### src/hw/stc_map.svh
// Register offsets, field positions, reset values and timing counts for the
// sixteen-bit timer/counter. Assumes a byte-addressed 32-bit Wishbone bus.
`ifndef STC_MAP_SVH
`define STC_MAP_SVH
// Register byte offsets
`define STC_OFF_CONTROL     8'h10
`define STC_OFF_COUNT_LOW   8'h14
`define STC_OFF_COUNT_HIGH  8'h18
`define STC_OFF_FLAGS       8'h1c
// Control fields
`define STC_CTL_RUN         0
`define STC_CTL_SRC         1
`define STC_CTL_NOSYNC      2
`define STC_CTL_OSCEN       3
`define STC_CTL_PS_LO       4
`define STC_CTL_PS_HI       5
`define STC_CTL_MASK        8'h3f
`define STC_CTL_RESET       8'h00
// Flags register fields
`define STC_FLG_OVF         0
`define STC_FLG_IE          1
// Compare special-event mode code
`define STC_CMP_SPECIAL     4'hb
// Instruction cycle is the system clock divided by four
`define STC_INSN_DIV        4
`endif

### src/hw/stc_pkg.sv
// Types shared by the sixteen-bit timer/counter.
// Assumes stc_map.svh supplies the numeric constants.
package stc_pkg;
   typedef enum logic [1:0] {
      STC_PS_1 = 2'b00,
      STC_PS_2 = 2'b01,
      STC_PS_4 = 2'b10,
      STC_PS_8 = 2'b11
   } stc_prescale_t;
endpackage : stc_pkg

### src/hw/stc_timer.sv
// Sixteen-bit timer/counter with prescaler, overflow flag and compare reset.
// Assumes a classic Wishbone master on clk_sys and raw asynchronous pins.
//
// Decided for this implementation: the Wishbone register port.
`timescale 1ns/1ps
`default_nettype none
`include "stc_map.svh"

// Notes on behaviour
// The count is a high and a low byte counting 0000h up to FFFFh, then 0000h.
// Each wrap from FFFFh to zero sets a sticky overflow flag until software clears it.
// The interrupt request is the flag gated by the overflow interrupt enable.
// With source select clear the count steps once per instruction cycle, clk/4.
// With source select set the count steps on rising external edges after prescale.
// Control bit 0 lets the count run; clear holds the count.
// An internal reset input from the compare unit clears the count.
// With the oscillator enabled both oscillator pins are inputs and read as 0.
// Prescale bits 5-4 divide the input by 1, 2, 4 or 8.
// Control bit 3 enables the oscillator; clear switches its inverter off.
// Bit 2 set skips external synchronisation, clear synchronises; ignored internally.
// After enabling in counter mode a falling edge must precede the first count.
// Both count bytes are readable and writable, a write loads the count.
// A special-event trigger in mode 1011 clears the count without setting the flag.
// A count write in the same cycle as a special-event reset wins over the reset.
// The low byte carries into the high byte when it wraps from FFh to 00h.
module stc_timer #(
   parameter int PS_WIDTH = 3
) (
   // System
   input  wire logic        clk_sys,
   input  wire logic        rst_b,
   // Wishbone slave
   input  wire logic        wbCyc,
   input  wire logic        wbStb,
   input  wire logic        wbWe,
   input  wire logic [7:0]  wbAdr,
   input  wire logic [3:0]  wbSel,
   input  wire logic [31:0] wbDatW,
   output logic [31:0]      wbDatR,
   output logic             wbAck,
   // Compare unit
   input  wire logic        cmpTrigger,
   input  wire logic [3:0]  compareUnitMode,
   // Pins
   input  wire logic        extCountInput,
   input  wire logic        oscInPin,
   input  wire logic        portDirOsc,
   input  wire logic        portOutOsc,
   output logic             oscOutPinOe,
   output logic             oscOutPinOut,
   output logic             oscPinReadZero,
   output logic             oscAmpEnable,
   // Event
   output logic             overflowIrq
);

   // Register state
   logic [7:0]  timerControl_q;
   logic [7:0]  countLow_q;
   logic [7:0]  countHigh_q;
   logic        overflowFlag_q;
   logic        overflowIrqEnable_q;
   logic [31:0] rdData_q;
   logic        ack_q;
   logic [1:0]  pinRaw;
   logic [1:0]  pinSafe;
   logic        extSrc;
   logic        extLate_q;
   logic        extPrev_q;
   logic        armed_q;
   logic        runPrev_q;
   logic [PS_WIDTH-1:0] presc_q;
   logic [1:0]  insnDiv_q;

   // Decoded control fields
   logic          runBit;
   logic          srcExt;
   logic          noSync;
   logic          oscEn;
   stc_pkg::stc_prescale_t psSel;
   logic          reqOk;
   logic          wrStrobe;
   logic          wrLow;
   logic          wrHigh;
   logic          extLevel;
   logic          extRise;
   logic          extFall;
   logic          srcTick;
   logic          prescTick;
   logic          step;
   logic          specialReset;
   logic [15:0]   countNext;
   logic          wrapEvent;

   // Byte lane 0 write to one register offset
   function automatic logic hitLow(input logic [7:0] adr,
                                   input logic [7:0] off,
                                   input logic [3:0] sel);
      hitLow = (adr == off) && sel[0];
   endfunction : hitLow

   assign runBit = timerControl_q[`STC_CTL_RUN];
   assign srcExt = timerControl_q[`STC_CTL_SRC];
   assign noSync = timerControl_q[`STC_CTL_NOSYNC];
   assign oscEn  = timerControl_q[`STC_CTL_OSCEN];
   assign psSel  = stc_pkg::stc_prescale_t'(
                   timerControl_q[`STC_CTL_PS_HI:`STC_CTL_PS_LO]);

   // Bus handshake: one wait state, ack dropped after one cycle
   // A request is taken once; the strobe still held in the ack cycle is ignored
   assign reqOk    = wbCyc && wbStb && !ack_q;
   assign wrStrobe = reqOk && wbWe;
   assign wrLow    = wrStrobe && hitLow(wbAdr, `STC_OFF_COUNT_LOW, wbSel);
   assign wrHigh   = wrStrobe && hitLow(wbAdr, `STC_OFF_COUNT_HIGH, wbSel);
   assign wbAck    = ack_q;
   assign wbDatR   = rdData_q;

   // Pin steering; the oscillator analog is outside this block
   // Port direction only matters while the oscillator is off
   assign oscAmpEnable   = oscEn;
   assign oscOutPinOe    = !oscEn && !portDirOsc;
   assign oscOutPinOut   = portOutOsc;
   assign oscPinReadZero = oscEn;

   // Overflow request gated by enable, flag latched regardless
   assign overflowIrq = overflowFlag_q && overflowIrqEnable_q;

   // One two-stage synchroniser per raw pin; only the second stage reads
   // the first, so a metastable sample never fans out into logic
   assign pinRaw = {oscInPin, extCountInput};
   for (genvar gi = 0; gi < 2; gi++) begin : g_pinSync
      logic meta_q;
      logic safe_q;
      always_ff @(posedge clk_sys or negedge rst_b) begin
         if (!rst_b) begin
            meta_q <= 1'b0;
            safe_q <= 1'b0;
         end else begin
            meta_q <= pinRaw[gi];
            safe_q <= meta_q;
         end
      end
      assign pinSafe[gi] = safe_q;
   end

   // Crystal input counts when the oscillator is on, else the count pin
   assign extSrc = oscEn ? pinSafe[1] : pinSafe[0];

   // Extra stage that retimes the edge to the internal phase; the
   // unsynchronised choice skips it and sees edges one clock sooner
   always_ff @(posedge clk_sys or negedge rst_b) begin
      if (!rst_b) begin
         extLate_q <= 1'b0;
      end else begin
         extLate_q <= extSrc;
      end
   end

   // A clocked counter cannot truly run asynchronously, so bit 2 trades
   // one clock of edge latency here rather than the clock domain
   assign extLevel = noSync ? extSrc : extLate_q;

   always_ff @(posedge clk_sys or negedge rst_b) begin
      if (!rst_b) begin
         extPrev_q <= 1'b0;
      end else begin
         extPrev_q <= extLevel;
      end
   end
   assign extRise = extLevel && !extPrev_q;
   assign extFall = !extLevel && extPrev_q;

   // Arm after a falling edge once enabled in counter mode
   // A fall seen in the enabling cycle itself does not arm the counter
   always_ff @(posedge clk_sys or negedge rst_b) begin
      if (!rst_b) begin
         runPrev_q <= 1'b0;
         armed_q   <= 1'b0;
      end else begin
         runPrev_q <= runBit && srcExt;
         if (!(runBit && srcExt) || !runPrev_q) begin
            armed_q <= 1'b0;
         end else if (extFall) begin
            armed_q <= 1'b1;
         end
      end
   end

   // Instruction-cycle divider
   // Free running, so the first tick after start comes 1 to 4 clocks later
   always_ff @(posedge clk_sys or negedge rst_b) begin
      if (!rst_b) begin
         insnDiv_q <= 2'h0;
      end else begin
         insnDiv_q <= insnDiv_q + 2'h1;
      end
   end

   // Select the source; bit 2 plays no part for the internal clock
   assign srcTick = runBit && (srcExt ? (extRise && armed_q)
                   : (insnDiv_q == 2'(`STC_INSN_DIV - 1)));

   // Prescaler counts source ticks
   // Taps below assume PS_WIDTH of at least three
   always_ff @(posedge clk_sys or negedge rst_b) begin
      if (!rst_b) begin
         presc_q <= '0;
      end else if (!runBit) begin
         presc_q <= '0;
      end else if (srcTick) begin
         presc_q <= presc_q + PS_WIDTH'(1);
      end
   end

   // Terminal count per prescale setting
   always_comb begin
      case (psSel)
         stc_pkg::STC_PS_1: prescTick = srcTick;
         stc_pkg::STC_PS_2: prescTick = srcTick && (presc_q[0] == 1'b1);
         stc_pkg::STC_PS_4: prescTick = srcTick && (presc_q[1:0] == 2'h3);
         stc_pkg::STC_PS_8: prescTick = srcTick && (presc_q[2:0] == 3'h7);
         default:           prescTick = 1'b0;
      endcase
   end

   assign step         = prescTick && runBit;
   assign specialReset = cmpTrigger
                         && (compareUnitMode == `STC_CMP_SPECIAL);
   assign countNext    = {countHigh_q, countLow_q} + 16'h0001;
   // A compare clear in the wrap cycle wins and raises no overflow
   assign wrapEvent    = step && !cmpTrigger
                         && ({countHigh_q, countLow_q} == 16'hffff);

   // Count bytes: write beats special reset beats increment
   // Each byte loads on its own; no shadow latch pairs the two
   always_ff @(posedge clk_sys or negedge rst_b) begin
      if (!rst_b) begin
         countLow_q  <= 8'h00;
         countHigh_q <= 8'h00;
      end else if (wrLow || wrHigh) begin
         if (wrLow) begin
            countLow_q <= wbDatW[7:0];
         end
         if (wrHigh) begin
            countHigh_q <= wbDatW[7:0];
         end
      end else if (specialReset || cmpTrigger) begin
         countLow_q  <= 8'h00;
         countHigh_q <= 8'h00;
      end else if (step) begin
         countLow_q  <= countNext[7:0];
         countHigh_q <= countNext[15:8];
      end
   end

   // Control register
   // Bits 7-6 are not stored and read back as zero
   always_ff @(posedge clk_sys or negedge rst_b) begin
      if (!rst_b) begin
         timerControl_q <= `STC_CTL_RESET;
      end else if (wrStrobe
                   && hitLow(wbAdr, `STC_OFF_CONTROL, wbSel)) begin
         timerControl_q <= wbDatW[7:0] & `STC_CTL_MASK;
      end
   end

   // Flag and enable; a wrap in the clearing cycle keeps the flag set
   always_ff @(posedge clk_sys or negedge rst_b) begin
      if (!rst_b) begin
         overflowFlag_q      <= 1'b0;
         overflowIrqEnable_q <= 1'b0;
      end else begin
         if (wrapEvent && !(wrLow || wrHigh)) begin
            overflowFlag_q <= 1'b1;
         end else if (wrStrobe
                      && hitLow(wbAdr, `STC_OFF_FLAGS, wbSel)
                      && !wbDatW[`STC_FLG_OVF]) begin
            overflowFlag_q <= 1'b0;
         end
         if (wrStrobe && hitLow(wbAdr, `STC_OFF_FLAGS, wbSel)) begin
            overflowIrqEnable_q <= wbDatW[`STC_FLG_IE];
         end
      end
   end

   // Read data and ack; unmapped reads return zero
   always_ff @(posedge clk_sys or negedge rst_b) begin
      if (!rst_b) begin
         ack_q    <= 1'b0;
         rdData_q <= 32'h0000_0000;
      end else begin
         ack_q <= reqOk;
         if (reqOk && !wbWe) begin
            case (wbAdr)
               `STC_OFF_CONTROL:    rdData_q <= {24'h0, timerControl_q};
               `STC_OFF_COUNT_LOW:  rdData_q <= {24'h0, countLow_q};
               `STC_OFF_COUNT_HIGH: rdData_q <= {24'h0, countHigh_q};
               `STC_OFF_FLAGS:      rdData_q <= {30'h0,
                                     overflowIrqEnable_q, overflowFlag_q};
               default:             rdData_q <= 32'h0000_0000;
            endcase
         end
      end
   end

endmodule : stc_timer
`default_nettype wire

### config.mk
export PLATFORM = sky130hd
export DESIGN_NAME = stc_timer
export DESIGN_NICKNAME = d
export VERILOG_FILES = /design/src/hw/stc_pkg.sv /design/src/hw/stc_timer.sv
export VERILOG_INCLUDE_DIRS = /design/src /design/src/hw
export SDC_FILE = /design/constraint.sdc
export NUM_CORES = 1
export LEC_CHECK = 0
export BUFFER_PORTS_ARGS = -buffer_cell sky130_fd_sc_hd__buf_2
export CORE_ASPECT_RATIO = 1.75
export CORE_MARGIN = 2
export CORE_UTILIZATION = 46
export DETAILED_ROUTE_END_ITERATION = 10
export PLACE_DENSITY = 0.88
export SYNTH_ARGS = -nofsm -noshare
export SYNTH_HDL_FRONTEND = slang
export SYNTH_SLANG_ARGS = --single-unit
### constraint.sdc
create_clock -name clk_sys -period 2.55 [get_ports clk_sys]
set_input_delay 0.6375 -clock clk_sys [delete_from_list [all_inputs] [get_ports clk_sys]]
set_output_delay 0.6375 -clock clk_sys [all_outputs]
set_load 0.02 [all_outputs]
==> impl_metrics.py, run 1 <==
metrics = {
    "placement": {
        "port_buffers": 38,
        "dp_slack_ns": -0.04663,
        "dpl.hpwl_um": 6053,
        "gp_congestion": 0.9488,
        "dpl_cell_area_mm2": 0.003142,
    },
    "routing": {
        "drtIter0Drc": 177,
        "viasPerCell": 6.063,
        "via_count": 2607,
        "drcViolationCount": 0,
        "routed_wl_um": 7640,
        "first_pass_iters": 7,
        "postRouteAntennaNets": 0,
        "post_drt_wl_per_cell_um": 17.77,
    },
    "floorplanning": {
        "die_h_um": 108.4,
        "initial_core_util_pct": 46.72,
        "die_area_mm2": 0.006901,
        "die_w_um": 63.66,
        "io_pins": 96,
        "fp.coreArea_mm2": 0.006133,
        "rows": 38,
    },
    "power_and_ir_drop": {
        "p_comb_share_pct": 14.5,
        "p_clk_share_pct": 32.0,
        "leakagePower_nw": 1.511,
        "p_sw_uw": 396.0,
        "worst_ir_drop_vdd_v": 0.0003562,
        "p_int_mw": 1.041,
        "p_per_area_mw_per_mm2": 442.0,
        "swShare_pct": 27.56,
        "power_frac_seq_pct": 53.5,
    },
    "worst_setup_path": {
        "cp_top_family": "compound AO/OA/AOI/OAI gates",
        "critPathBufInv": 0,
        "rrSetupSlack_ns": 0.08,
        "worst_setup_path_start_kind": "register",
        "cp.depth": 7,
        "critical_path.cell_chain": "ha_1 -> ha_1 -> mux2_1 -> o221a_2 -> o22ai_1 -> o211a_1 -> mux2_2",
        "r2r_start": "presc_q[0]$_DFFE_PN0P_",
        "cpPeakStageDelay_ns": 0.41,
        "cp.arrival_ns": 2.67,
        "required_ns": 2.75,
        "cp-end-kind": "register",
        "path_class": "reg -> reg",
        "cp-startpoint": "presc_q[0]$_DFFE_PN0P_",
        "worst-path-max-fanout": 5,
        "critPathSlowestCell": "dfrtp_1",
        "worstRegToRegCells": 7,
        "critPathMostFrequentCell": "ha_1",
    },
    "timing": {
        "period_share_pct": 96.89,
        "fin_skew_ns": 0.005641,
        "drv_slew": 0,
        "setup_ws_ns": 0.07920,
        "hold_slack_ns": 0.2766,
        "setup_viol": 0,
        "relSlewSlack_pct": 59.11,
        "fmax_mhz": 404.7,
        "hold_viol": 0,
        "tightest_slew_ns": 0.6117,
        "min_period_ns": 2.471,
        "setup_tns_ns": 0,
    },
    "synthesis": {
        "yosysSeqAreaShare_pct": 40.17,
        "synth_edf_count": 0,
        "synth.area.top_cells": "dfrtp_1 (40%), buf_4 (7.3%), mux2_2 (3.5%)",
        "synthDistinctLibCells": 63,
        "netlist.area_leader.share_pct": 40.17,
        "netlist_area_mm2": 0.002865,
        "synth.avg_cell_area_um2": 9.647,
        "netlist.top_cell.by_area": "dfrtp_1",
        "synth_top_flop_cell": "dfrtp_1",
        "yosysWarningCount": 0,
        "synthCells": 297,
        "synthArstFlopShare_pct": 100.0,
        "synth-seq-cells": 46,
    },
    "global_routing": {
        "grt_usage_pct": 23.81,
        "grt_pass1_vias": 2613,
        "grt_overflow": 0,
        "antenna_found_initial": 0,
        "grt_max_degree": 22,
        "grt_pass1_wl_um": 12520,
    },
    "clocking": {
        "cts_buffer_depth": 2,
        "clock-root-buffer": "clkbuf_8",
        "htreeDepth": 2,
        "worst_skew_pair.late_latency_ns": 0.30,
        "numCtsBuffers": 5,
        "clkTransAtPathRegs_ns": 0.08,
        "clock_sink_count": 46,
        "hold_buffers": 0,
        "cts_tree": "done",
    },
    "worst_hold_path": {
        "hold_class": "in -> async",
    },
    "finish": {
        "final_cell_area_mm2": 0.003251,
        "nets": 411,
        "area_growth_pct": 13.45,
        "num-fill-cells": 553,
        "final_util_pct": 53.00,
        "drive_above_1_share_pct": 25.14,
        "n_antenna_cell": 0,
    },
    "run_status": {
        "outcome": "finished, final reports clean",
    },
    "job": {
        "max_cap_viol_count": 0,
    },
}
## sequential cells by signal, summed over array words and instances (netlist names)
name,flops
countHigh_q,8
g_pinSync.safe_q,2
wbDatR,8
armed_q,1
insnDiv_q,2
presc_q,3
overflowFlag_q,1
extPrev_q,1
overflowIrqEnable_q,1
extLate_q,1
g_pinSync.meta_q,2
timerControl_q,6
runPrev_q,1
wbAck,1
countLow_q,8
## cells in the mapped netlist, drive strengths merged (2+ instances only)
master and count:
nor3 6, nand4 3, o31ai 4, a21oi 20, and2 6, mux2i 6, nor2 20, nor4 2
o31a 2, o21ai 10, nand2b 3, nor4b 3, and3 5, o32ai 3, and4 3, dfrtp 46
mux4 2, buf 33, clkbuf 4, o22a 3, a211oi 6, a22oi 5, ha 4, nor2b 6
or2 2, nand2 19, nand3 5, o221ai 2, o22ai 10, inv 17, a32oi 4, o211a 2
nand3b 2, mux2 11
## placed cells by master, fill, tap and decap left out, types with 5 or more instances in the layout
cell	n
dfrtp_1	46
buf_2	38
conb_1	24
a21oi_1	20
buf_4	20
nor2_1	19
nand2_1	19
inv_1	17
o22ai_1	10
mux2_2	9
o21ai_0	7
and2_1	6
nor2b_1	6
mux2i_1	6
nor3_1	6
clkbuf_8	6
nand3_1	5
and3_1	5
a22oi_1	5
## final cells by class
type	count	area, µm²	share of cell area (%)
Timing Repair Buffer	59	360.3	11.09
Inverter	17	63.81	1.963
Clock inverter	2	12.51	0.3849
Multi-Input combinational cell	220	1480	45.54
Sequential cell	46	1151	35.41
Tap cell	80	100.1	3.079
Clock buffer	6	82.58	2.540
## layer usage
metal	global-route usage (%)	share of wire (%)	vias up
met3	5.203	7.0	50
met4	16.93	6.9	0
met2	43.76	52	159
met5	0	0	-
met1	23.04	34	1247
li1	-	-	1151
## kinds of logic after synthesis
kind of cell | count (synthesis) | synth area share, %
compound gates | 83 | 20.74
xor+xnor | 2 | 0.6115
fa+ha+maj | 4 | 1.747
buf+inv | 54 | 11.40
flops | 46 | 40.17
mux | 19 | 7.991
other cells | 1 | 0.1309
simple gates | 88 | 17.21
## stage by stage
stage                     power [mW]  instances
after floorplan               0.9335        320
after global placement        0.9775        421
after detailed placement      0.9854        421
after CTS                      1.441        429
after global routing           1.503        430
final                          1.437        430
## power by group through the flow
stage          sequential, mW  combinational [mW]  clock (mW)
2_1_floorplan           0.778               0.155           0
3_3_place_gp            0.781               0.197           0
3_5_place_dp            0.782               0.203           0
4_1_cts                 0.768               0.204       0.469
5_1_grt                 0.773               0.225       0.505
6_report                0.768               0.209       0.460
## worst paths after layout
| kind | to |
|---|---|
| worst min register to register | g_pinSync[1].safe_q$_DFF_PN0_ |
| worst min-delay path | extLate_q$_DFF_PN0_ |
| worst max register to register | countLow_q[0]$_DFFE_PN0P_ |
| max in group asynchronous | timerControl_q[0]$_DFFE_PN0P_ |
| worst max-delay path | countLow_q[0]$_DFFE_PN0P_ |
| min in group clk_sys | g_pinSync[1].safe_q$_DFF_PN0_ |
## repair_timing
action	CTS	global route
resized for setup	0	1
setup endpoints to repair	0	2
buffers inserted	0	1
Note: power is estimated with default switching activity, not from simulation.
==> inputs of run 2 (changes only) <==
--- a/config.mk
+++ b/config.mk
@@ -9,9 +9,9 @@
 export BUFFER_PORTS_ARGS = -buffer_cell sky130_fd_sc_hd__buf_2
 export CORE_ASPECT_RATIO = 1.75
 export CORE_MARGIN = 2
-export CORE_UTILIZATION = 46
+export CORE_UTILIZATION = 32
 export DETAILED_ROUTE_END_ITERATION = 10
-export PLACE_DENSITY = 0.88
+export PLACE_DENSITY = 0.68
 export SYNTH_ARGS = -nofsm -noshare
 export SYNTH_HDL_FRONTEND = slang
 export SYNTH_SLANG_ARGS = --single-unit
==> run 2 against run 1 <==
Via count shrank 4.8%. Global-route usage shrank 6.4 points. Utilization shrank 14 points. First-iteration DRC count shrank 15%. Sequential cell count is the same. Cell count grew 7.7%. Total power grew 19%. Critical endpoint unchanged.
==> impl_metrics.py, run 2 (synthesis results as in run 1) <==
metrics = {
    "floorplanning": {
        "initial_core_util_pct": 33.04,
        "io_pins": 96,
        "die_w_um": 75.53,
        "fp.coreArea_mm2": 0.008671,
        "die_h_um": 129.2,
        "rows": 45,
        "die_area_mm2": 0.009757,
    },
    "global_routing": {
        "grt_pass1_wl_um": 12510,
        "antenna_found_initial": 0,
        "grt_pass1_vias": 2480,
        "grt_overflow": 0,
        "grt_usage_pct": 17.39,
        "grt_max_degree": 25,
    },
    "timing": {
        "setup_tns_ns": 0,
        "rsz0062_at_grt": "false",
        "period_share_pct": 95.35,
        "setup_ws_ns": 0.1185,
        "drv_slew": 0,
        "setup_viol": 0,
        "fin_skew_ns": 0.005336,
        "fmax_mhz": 411.3,
        "hold_viol": 0,
        "tightest_slew_ns": 0.5930,
        "relSlewSlack_pct": 60.20,
        "min_period_ns": 2.432,
    },
    "clocking": {
        "cts_buffer_depth": 2,
        "clock-root-buffer": "clkbuf_16",
        "numCtsBuffers": 5,
        "worst_skew_pair.late_latency_ns": 0.29,
        "clkTransAtPathRegs_ns": 0.06,
        "cts_tree": "done",
        "clock_sink_count": 46,
        "htreeDepth": 2,
    },
    "routing": {
        "first_pass_iters": 4,
        "drcViolationCount": 0,
        "routed_wl_um": 7788,
        "drtIter0Drc": 150,
        "post_drt_wl_per_cell_um": 16.82,
        "viasPerCell": 5.359,
        "postRouteAntennaNets": 0,
        "via_count": 2481,
    },
    "finish": {
        "num-fill-cells": 894,
        "n_antenna_cell": 0,
        "drive_above_1_share_pct": 23.99,
        "final_common_cell": "dfrtp_1",
        "area_growth_pct": 16.94,
        "nets": 407,
        "layout_common_cells": "dfrtp_1 (46), buf_2 (38), conb_1 (24), a21oi_1 (20)",
    },
    "power_and_ir_drop": {
        "leakagePower_nw": 1.525,
        "p_per_area_mw_per_mm2": 510.5,
        "worst_ir_drop_vdd_v": 0.0002489,
    },
    "worst_setup_path": {
        "cp-end-kind": "register",
        "worst_setup_path_start_kind": "register",
        "required_ns": 2.72,
        "path_class": "reg -> reg",
        "cp.arrival_ns": 2.61,
        "worst-path-max-fanout": 4,
    },
    "job": {
        "max_cap_viol_count": 0,
    },
    "placement": {
        "gp_congestion": 0.9186,
        "dpl.hpwl_um": 6280,
        "port_buffers": 38,
        "dp_slack_ns": 0.05637,
    },
    "run_status": {
        "outcome": "finished, final reports clean",
    },
    "worst_hold_path": {
        "hold_class": "in -> async",
    },
}
[run 2: what timing repair did]
action	in CTS	in global routing
resized for setup	0	1
buffers inserted	0	0
endpoints found under the setup margin	0	2
hold buffers	0	0
[run 2: worst paths after layout]
path,from,to,slack [ns],depth (start not counted)
min in group clk_sys,g_pinSync[0].meta_q$_DFF_PN0_,g_pinSync[0].safe_q$_DFF_PN0_,0.35,0
worst min register to register,g_pinSync[0].meta_q$_DFF_PN0_,g_pinSync[0].safe_q$_DFF_PN0_,0.35,0
worst max register to register,presc_q[0]$_DFFE_PN0P_,countLow_q[0]$_DFFE_PN0P_,0.12,7
worst min-delay path,rst_b,g_pinSync[1].safe_q$_DFF_PN0_,0.33,1
max in group asynchronous,rst_b,countLow_q[3]$_DFFE_PN0P_,1.69,2
worst max-delay path,presc_q[0]$_DFFE_PN0P_,countLow_q[0]$_DFFE_PN0P_,0.12,7
[run 2: critical path, cell delays in order, from the launching register on]
cell	delay (ns)
dfrtp_1	0.40
ha_1	0.24
ha_1	0.19
mux2_1	0.31
o221a_2	0.30
o22ai_1	0.24
o211a_1	0.28
mux2_2	0.35
[run 2: cell type report]
type / instances / area, µm² / share of cell area, %
repair buffers: 55 / 342.8 / 10.23
flip-flops and latches: 46 / 1151 / 34.35
well taps: 117 / 146.4 / 4.369
multi-input cells: 220 / 1480 / 44.17
clock inverters: 2 / 37.54 / 1.120
inverters: 17 / 63.81 / 1.904
clock buffers: 6 / 128.9 / 3.846
[run 2: power breakdown]
part           internal [mW]  switching, mW
Combinational         0.0727          0.131
Sequential             0.749         0.0227
Clock                  0.463          0.273
[run 2: metrics by stage]
step / hold slack (ns) / util, % / std cells / cell area, µm² / total power [mW]
5_1_grt: 0.3579 / 38.64 / 463 / 3351 / 1.781
3_5_place_dp: 0.3411 / 36.65 / 455 / 3178 / 0.9877
4_1_cts: 0.3398 / 38.57 / 463 / 3344 / 1.727
6_report: 0.3256 / 38.64 / 463 / 3351 / 1.710
2_1_floorplan: 0.3312 / - / 320 / 2952 / 0.9335
3_3_place_gp: 0.3325 / 36.65 / 455 / 3178 / 0.9811
[run 2: layer usage]
layer | part of all wire, % | global-route usage [%] | vias up
li1 | - | - | 1143
met1 | 34 | 17.26 | 1208
met2 | 52 | 30.08 | 101
met3 | 6.5 | 4.044 | 29
met4 | 6.9 | 13.00 | 0
met5 | 0 | 0 | -
==> inputs of run 3 (changes only) <==
--- a/config.mk
+++ b/config.mk
@@ -9,9 +9,10 @@
 export BUFFER_PORTS_ARGS = -buffer_cell sky130_fd_sc_hd__buf_2
 export CORE_ASPECT_RATIO = 1.75
 export CORE_MARGIN = 2
-export CORE_UTILIZATION = 32
+export CORE_UTILIZATION = 46
 export DETAILED_ROUTE_END_ITERATION = 10
-export PLACE_DENSITY = 0.68
+export PLACE_DENSITY = 0.88
+export SLEW_MARGIN = 0
 export SYNTH_ARGS = -nofsm -noshare
 export SYNTH_HDL_FRONTEND = slang
 export SYNTH_SLANG_ARGS = --single-unit
==> constraint.sdc (replaced) <==
create_clock -name clk_sys -period 2.2 [get_ports clk_sys]
set_input_delay 0.55 -clock clk_sys [delete_from_list [all_inputs] [get_ports clk_sys]]
set_output_delay 0.55 -clock clk_sys [all_outputs]
set_load 0.02 [all_outputs]
==> run 3 against run 2 <==
Sequential share of layout area down 0.95 points. Clock-buffer cell count decreased by 1. Register-to-register slack got worse by 0.11 ns. Maximum frequency is 11% higher. Utilization grew 18 points. First-iteration DRC count up 16%. Via count rose by 5.6%. Sequential cell count unchanged. Critical path type unchanged.
==> impl_metrics.py, run 3 (synthesis results as in run 1) <==
metrics = {
    "run_status": {
        "outcome": "finished, final reports clean",
    },
    "floorplanning": {
        "die_w_um": 63.66,
        "die_h_um": 108.4,
        "die_area_mm2": 0.006901,
        "fp.coreArea_mm2": 0.006133,
        "rows": 38,
        "initial_core_util_pct": 46.72,
        "io_pins": 96,
    },
    "global_routing": {
        "grt_max_degree": 23,
        "grt_pass1_vias": 2589,
        "grt_pass1_wl_um": 12740,
        "grt_usage_pct": 24.41,
        "antenna_found_initial": 0,
        "grt_overflow": 0,
    },
    "worst_setup_path": {
        "worst-path-max-fanout": 4,
        "worst_setup_path_start_kind": "register",
        "cp.arrival_ns": 2.39,
        "cp-end-kind": "register",
        "required_ns": 2.40,
        "path_class": "reg -> reg",
    },
    "finish": {
        "final_common_cell": "dfrtp_1",
        "nets": 429,
        "n_antenna_cell": 0,
        "area_growth_pct": 20.26,
        "num-fill-cells": 544,
        "layout_common_cells": "dfrtp_1 (46), buf_4 (39), buf_2 (38), conb_1 (24), a21oi_1 (20)",
        "final_util_pct": 56.18,
        "drive_above_1_share_pct": 30.43,
        "layout.cells.non_filler": 448,
    },
    "timing": {
        "min_period_ns": 2.188,
        "hold_viol": 0,
        "period_share_pct": 99.46,
        "drv_slew": 0,
        "setup_viol": 0,
        "relSlewSlack_pct": 61.14,
        "fmax_mhz": 457.0,
        "tightest_slew_ns": 0.5813,
        "fin_skew_ns": 0.01138,
        "setup_tns_ns": 0,
        "hold_slack_ns": 0.03536,
        "rsz0062_at_grt": "true",
    },
    "routing": {
        "first_pass_iters": 5,
        "postRouteAntennaNets": 0,
        "post_drt_wl_per_cell_um": 17.71,
        "via_count": 2620,
        "drcViolationCount": 0,
        "routed_wl_um": 7933,
        "viasPerCell": 5.848,
        "drtIter0Drc": 174,
    },
    "job": {
        "max_cap_viol_count": 0,
    },
    "worst_hold_path": {
        "hold_class": "in -> async",
    },
    "clocking": {
        "clock-root-buffer": "clkbuf_8",
        "hold_buffers": 0,
        "clock_sink_count": 46,
        "worst_skew_pair.late_latency_ns": 0.32,
        "clkTransAtPathRegs_ns": 0.09,
        "numCtsBuffers": 5,
        "htreeDepth": 2,
        "cts_tree": "done",
        "cts_buffer_depth": 2,
    },
    "placement": {
        "port_buffers": 38,
        "gp_congestion": 0.9267,
        "placed_cells": 435,
        "dpl.hpwl_um": 6027,
    },
    "power_and_ir_drop": {
        "leakagePower_nw": 1.598,
        "worst_ir_drop_vdd_v": 0.0004211,
        "p_per_area_mw_per_mm2": 491.1,
    },
}
-- run 3: cell count changes in the layout (fill, tap and decap cells not counted), moves of 2 or more --
cell / previous run / this run
buf_12: 2 / 0
buf_4: 15 / 39
clkbuf_16: 5 / 0
clkbuf_8: 0 / 5
ha_1: 4 / 2
ha_4: 0 / 2
mux2_1: 2 / 0
mux2_4: 0 / 3
-- run 3: worst max-delay path, cell delays in order, from the launching register on --
cell and delay [ns]:
dfrtp_1 0.43, ha_4 0.19, ha_4 0.15, mux2_4 0.26, o221a_4 0.29, o221ai_4 0.21, o211a_4 0.25, mux2_4 0.30
-- run 3: layout make-up --
class	count	area, µm²	area share [%]
repair buffers	77	483.0	14.02
well taps	80	100.1	2.905
clock buffers	5	68.82	1.997
clock inverters	3	21.27	0.6173
flip-flops and latches	46	1151	33.41
inverters	17	63.81	1.852
multi-input cells	220	1558	45.21
-- run 3: routing by layer --
metal | global-route usage (%) | up-vias | wire length (µm)
li1 | - | 1190 | -
met1 | 25.13 | 1241 | 2685
met2 | 41.43 | 151 | 3981
met3 | 3.954 | 38 | 538
met4 | 22.98 | 0 | 728
met5 | 0 | - | 0
-- run 3: stage by stage --
stage / power, mW / setup slack (ns) / instance area, µm²
final: 1.692 / 0.01194 / 3446
after global routing: 1.771 / -0.02399 / 3446
after CTS: 1.699 / 0.004522 / 3388
after detailed placement: 1.167 / -0.1694 / 3291
after global placement: 1.162 / -0.1267 / 3291
after floorplan: 1.096 / -0.06813 / 3012
-- run 3: what timing repair did --
action / in CTS / in global routing
setup buffers: 0 / 5
cloned: 0 / 0
endpoints found under the setup margin: 7 / 8
pin swaps: 0 / 3
gates resized for setup: 1 / 2
-- run 3: worst paths after layout --
check	cells past startpoint	slack (ns)	start	end
min reg2reg	0	0.36	g_pinSync[0].meta_q$_DFF_PN0_	g_pinSync[0].safe_q$_DFF_PN0_
max	7	0.01	presc_q[1]$_DFFE_PN0P_	countLow_q[1]$_DFFE_PN0P_
max reg2reg	7	0.01	presc_q[1]$_DFFE_PN0P_	countLow_q[1]$_DFFE_PN0P_
max in group asynchronous	2	1.64	rst_b	wbDatR[2]$_DFFE_PN0P_
min	1	0.04	rst_b	timerControl_q[3]$_DFFE_PN0P_
min in group clk_sys	1	0.34	extCountInput	g_pinSync[0].meta_q$_DFF_PN0_
-- run 3: power breakdown --
part           switching [mW]  leakage [nW]  internal [mW]
Combinational           0.161         0.933          0.109
Sequential             0.0246         0.621          0.867
Clock                   0.308        0.0441          0.223
Total                   0.493          1.60           1.20
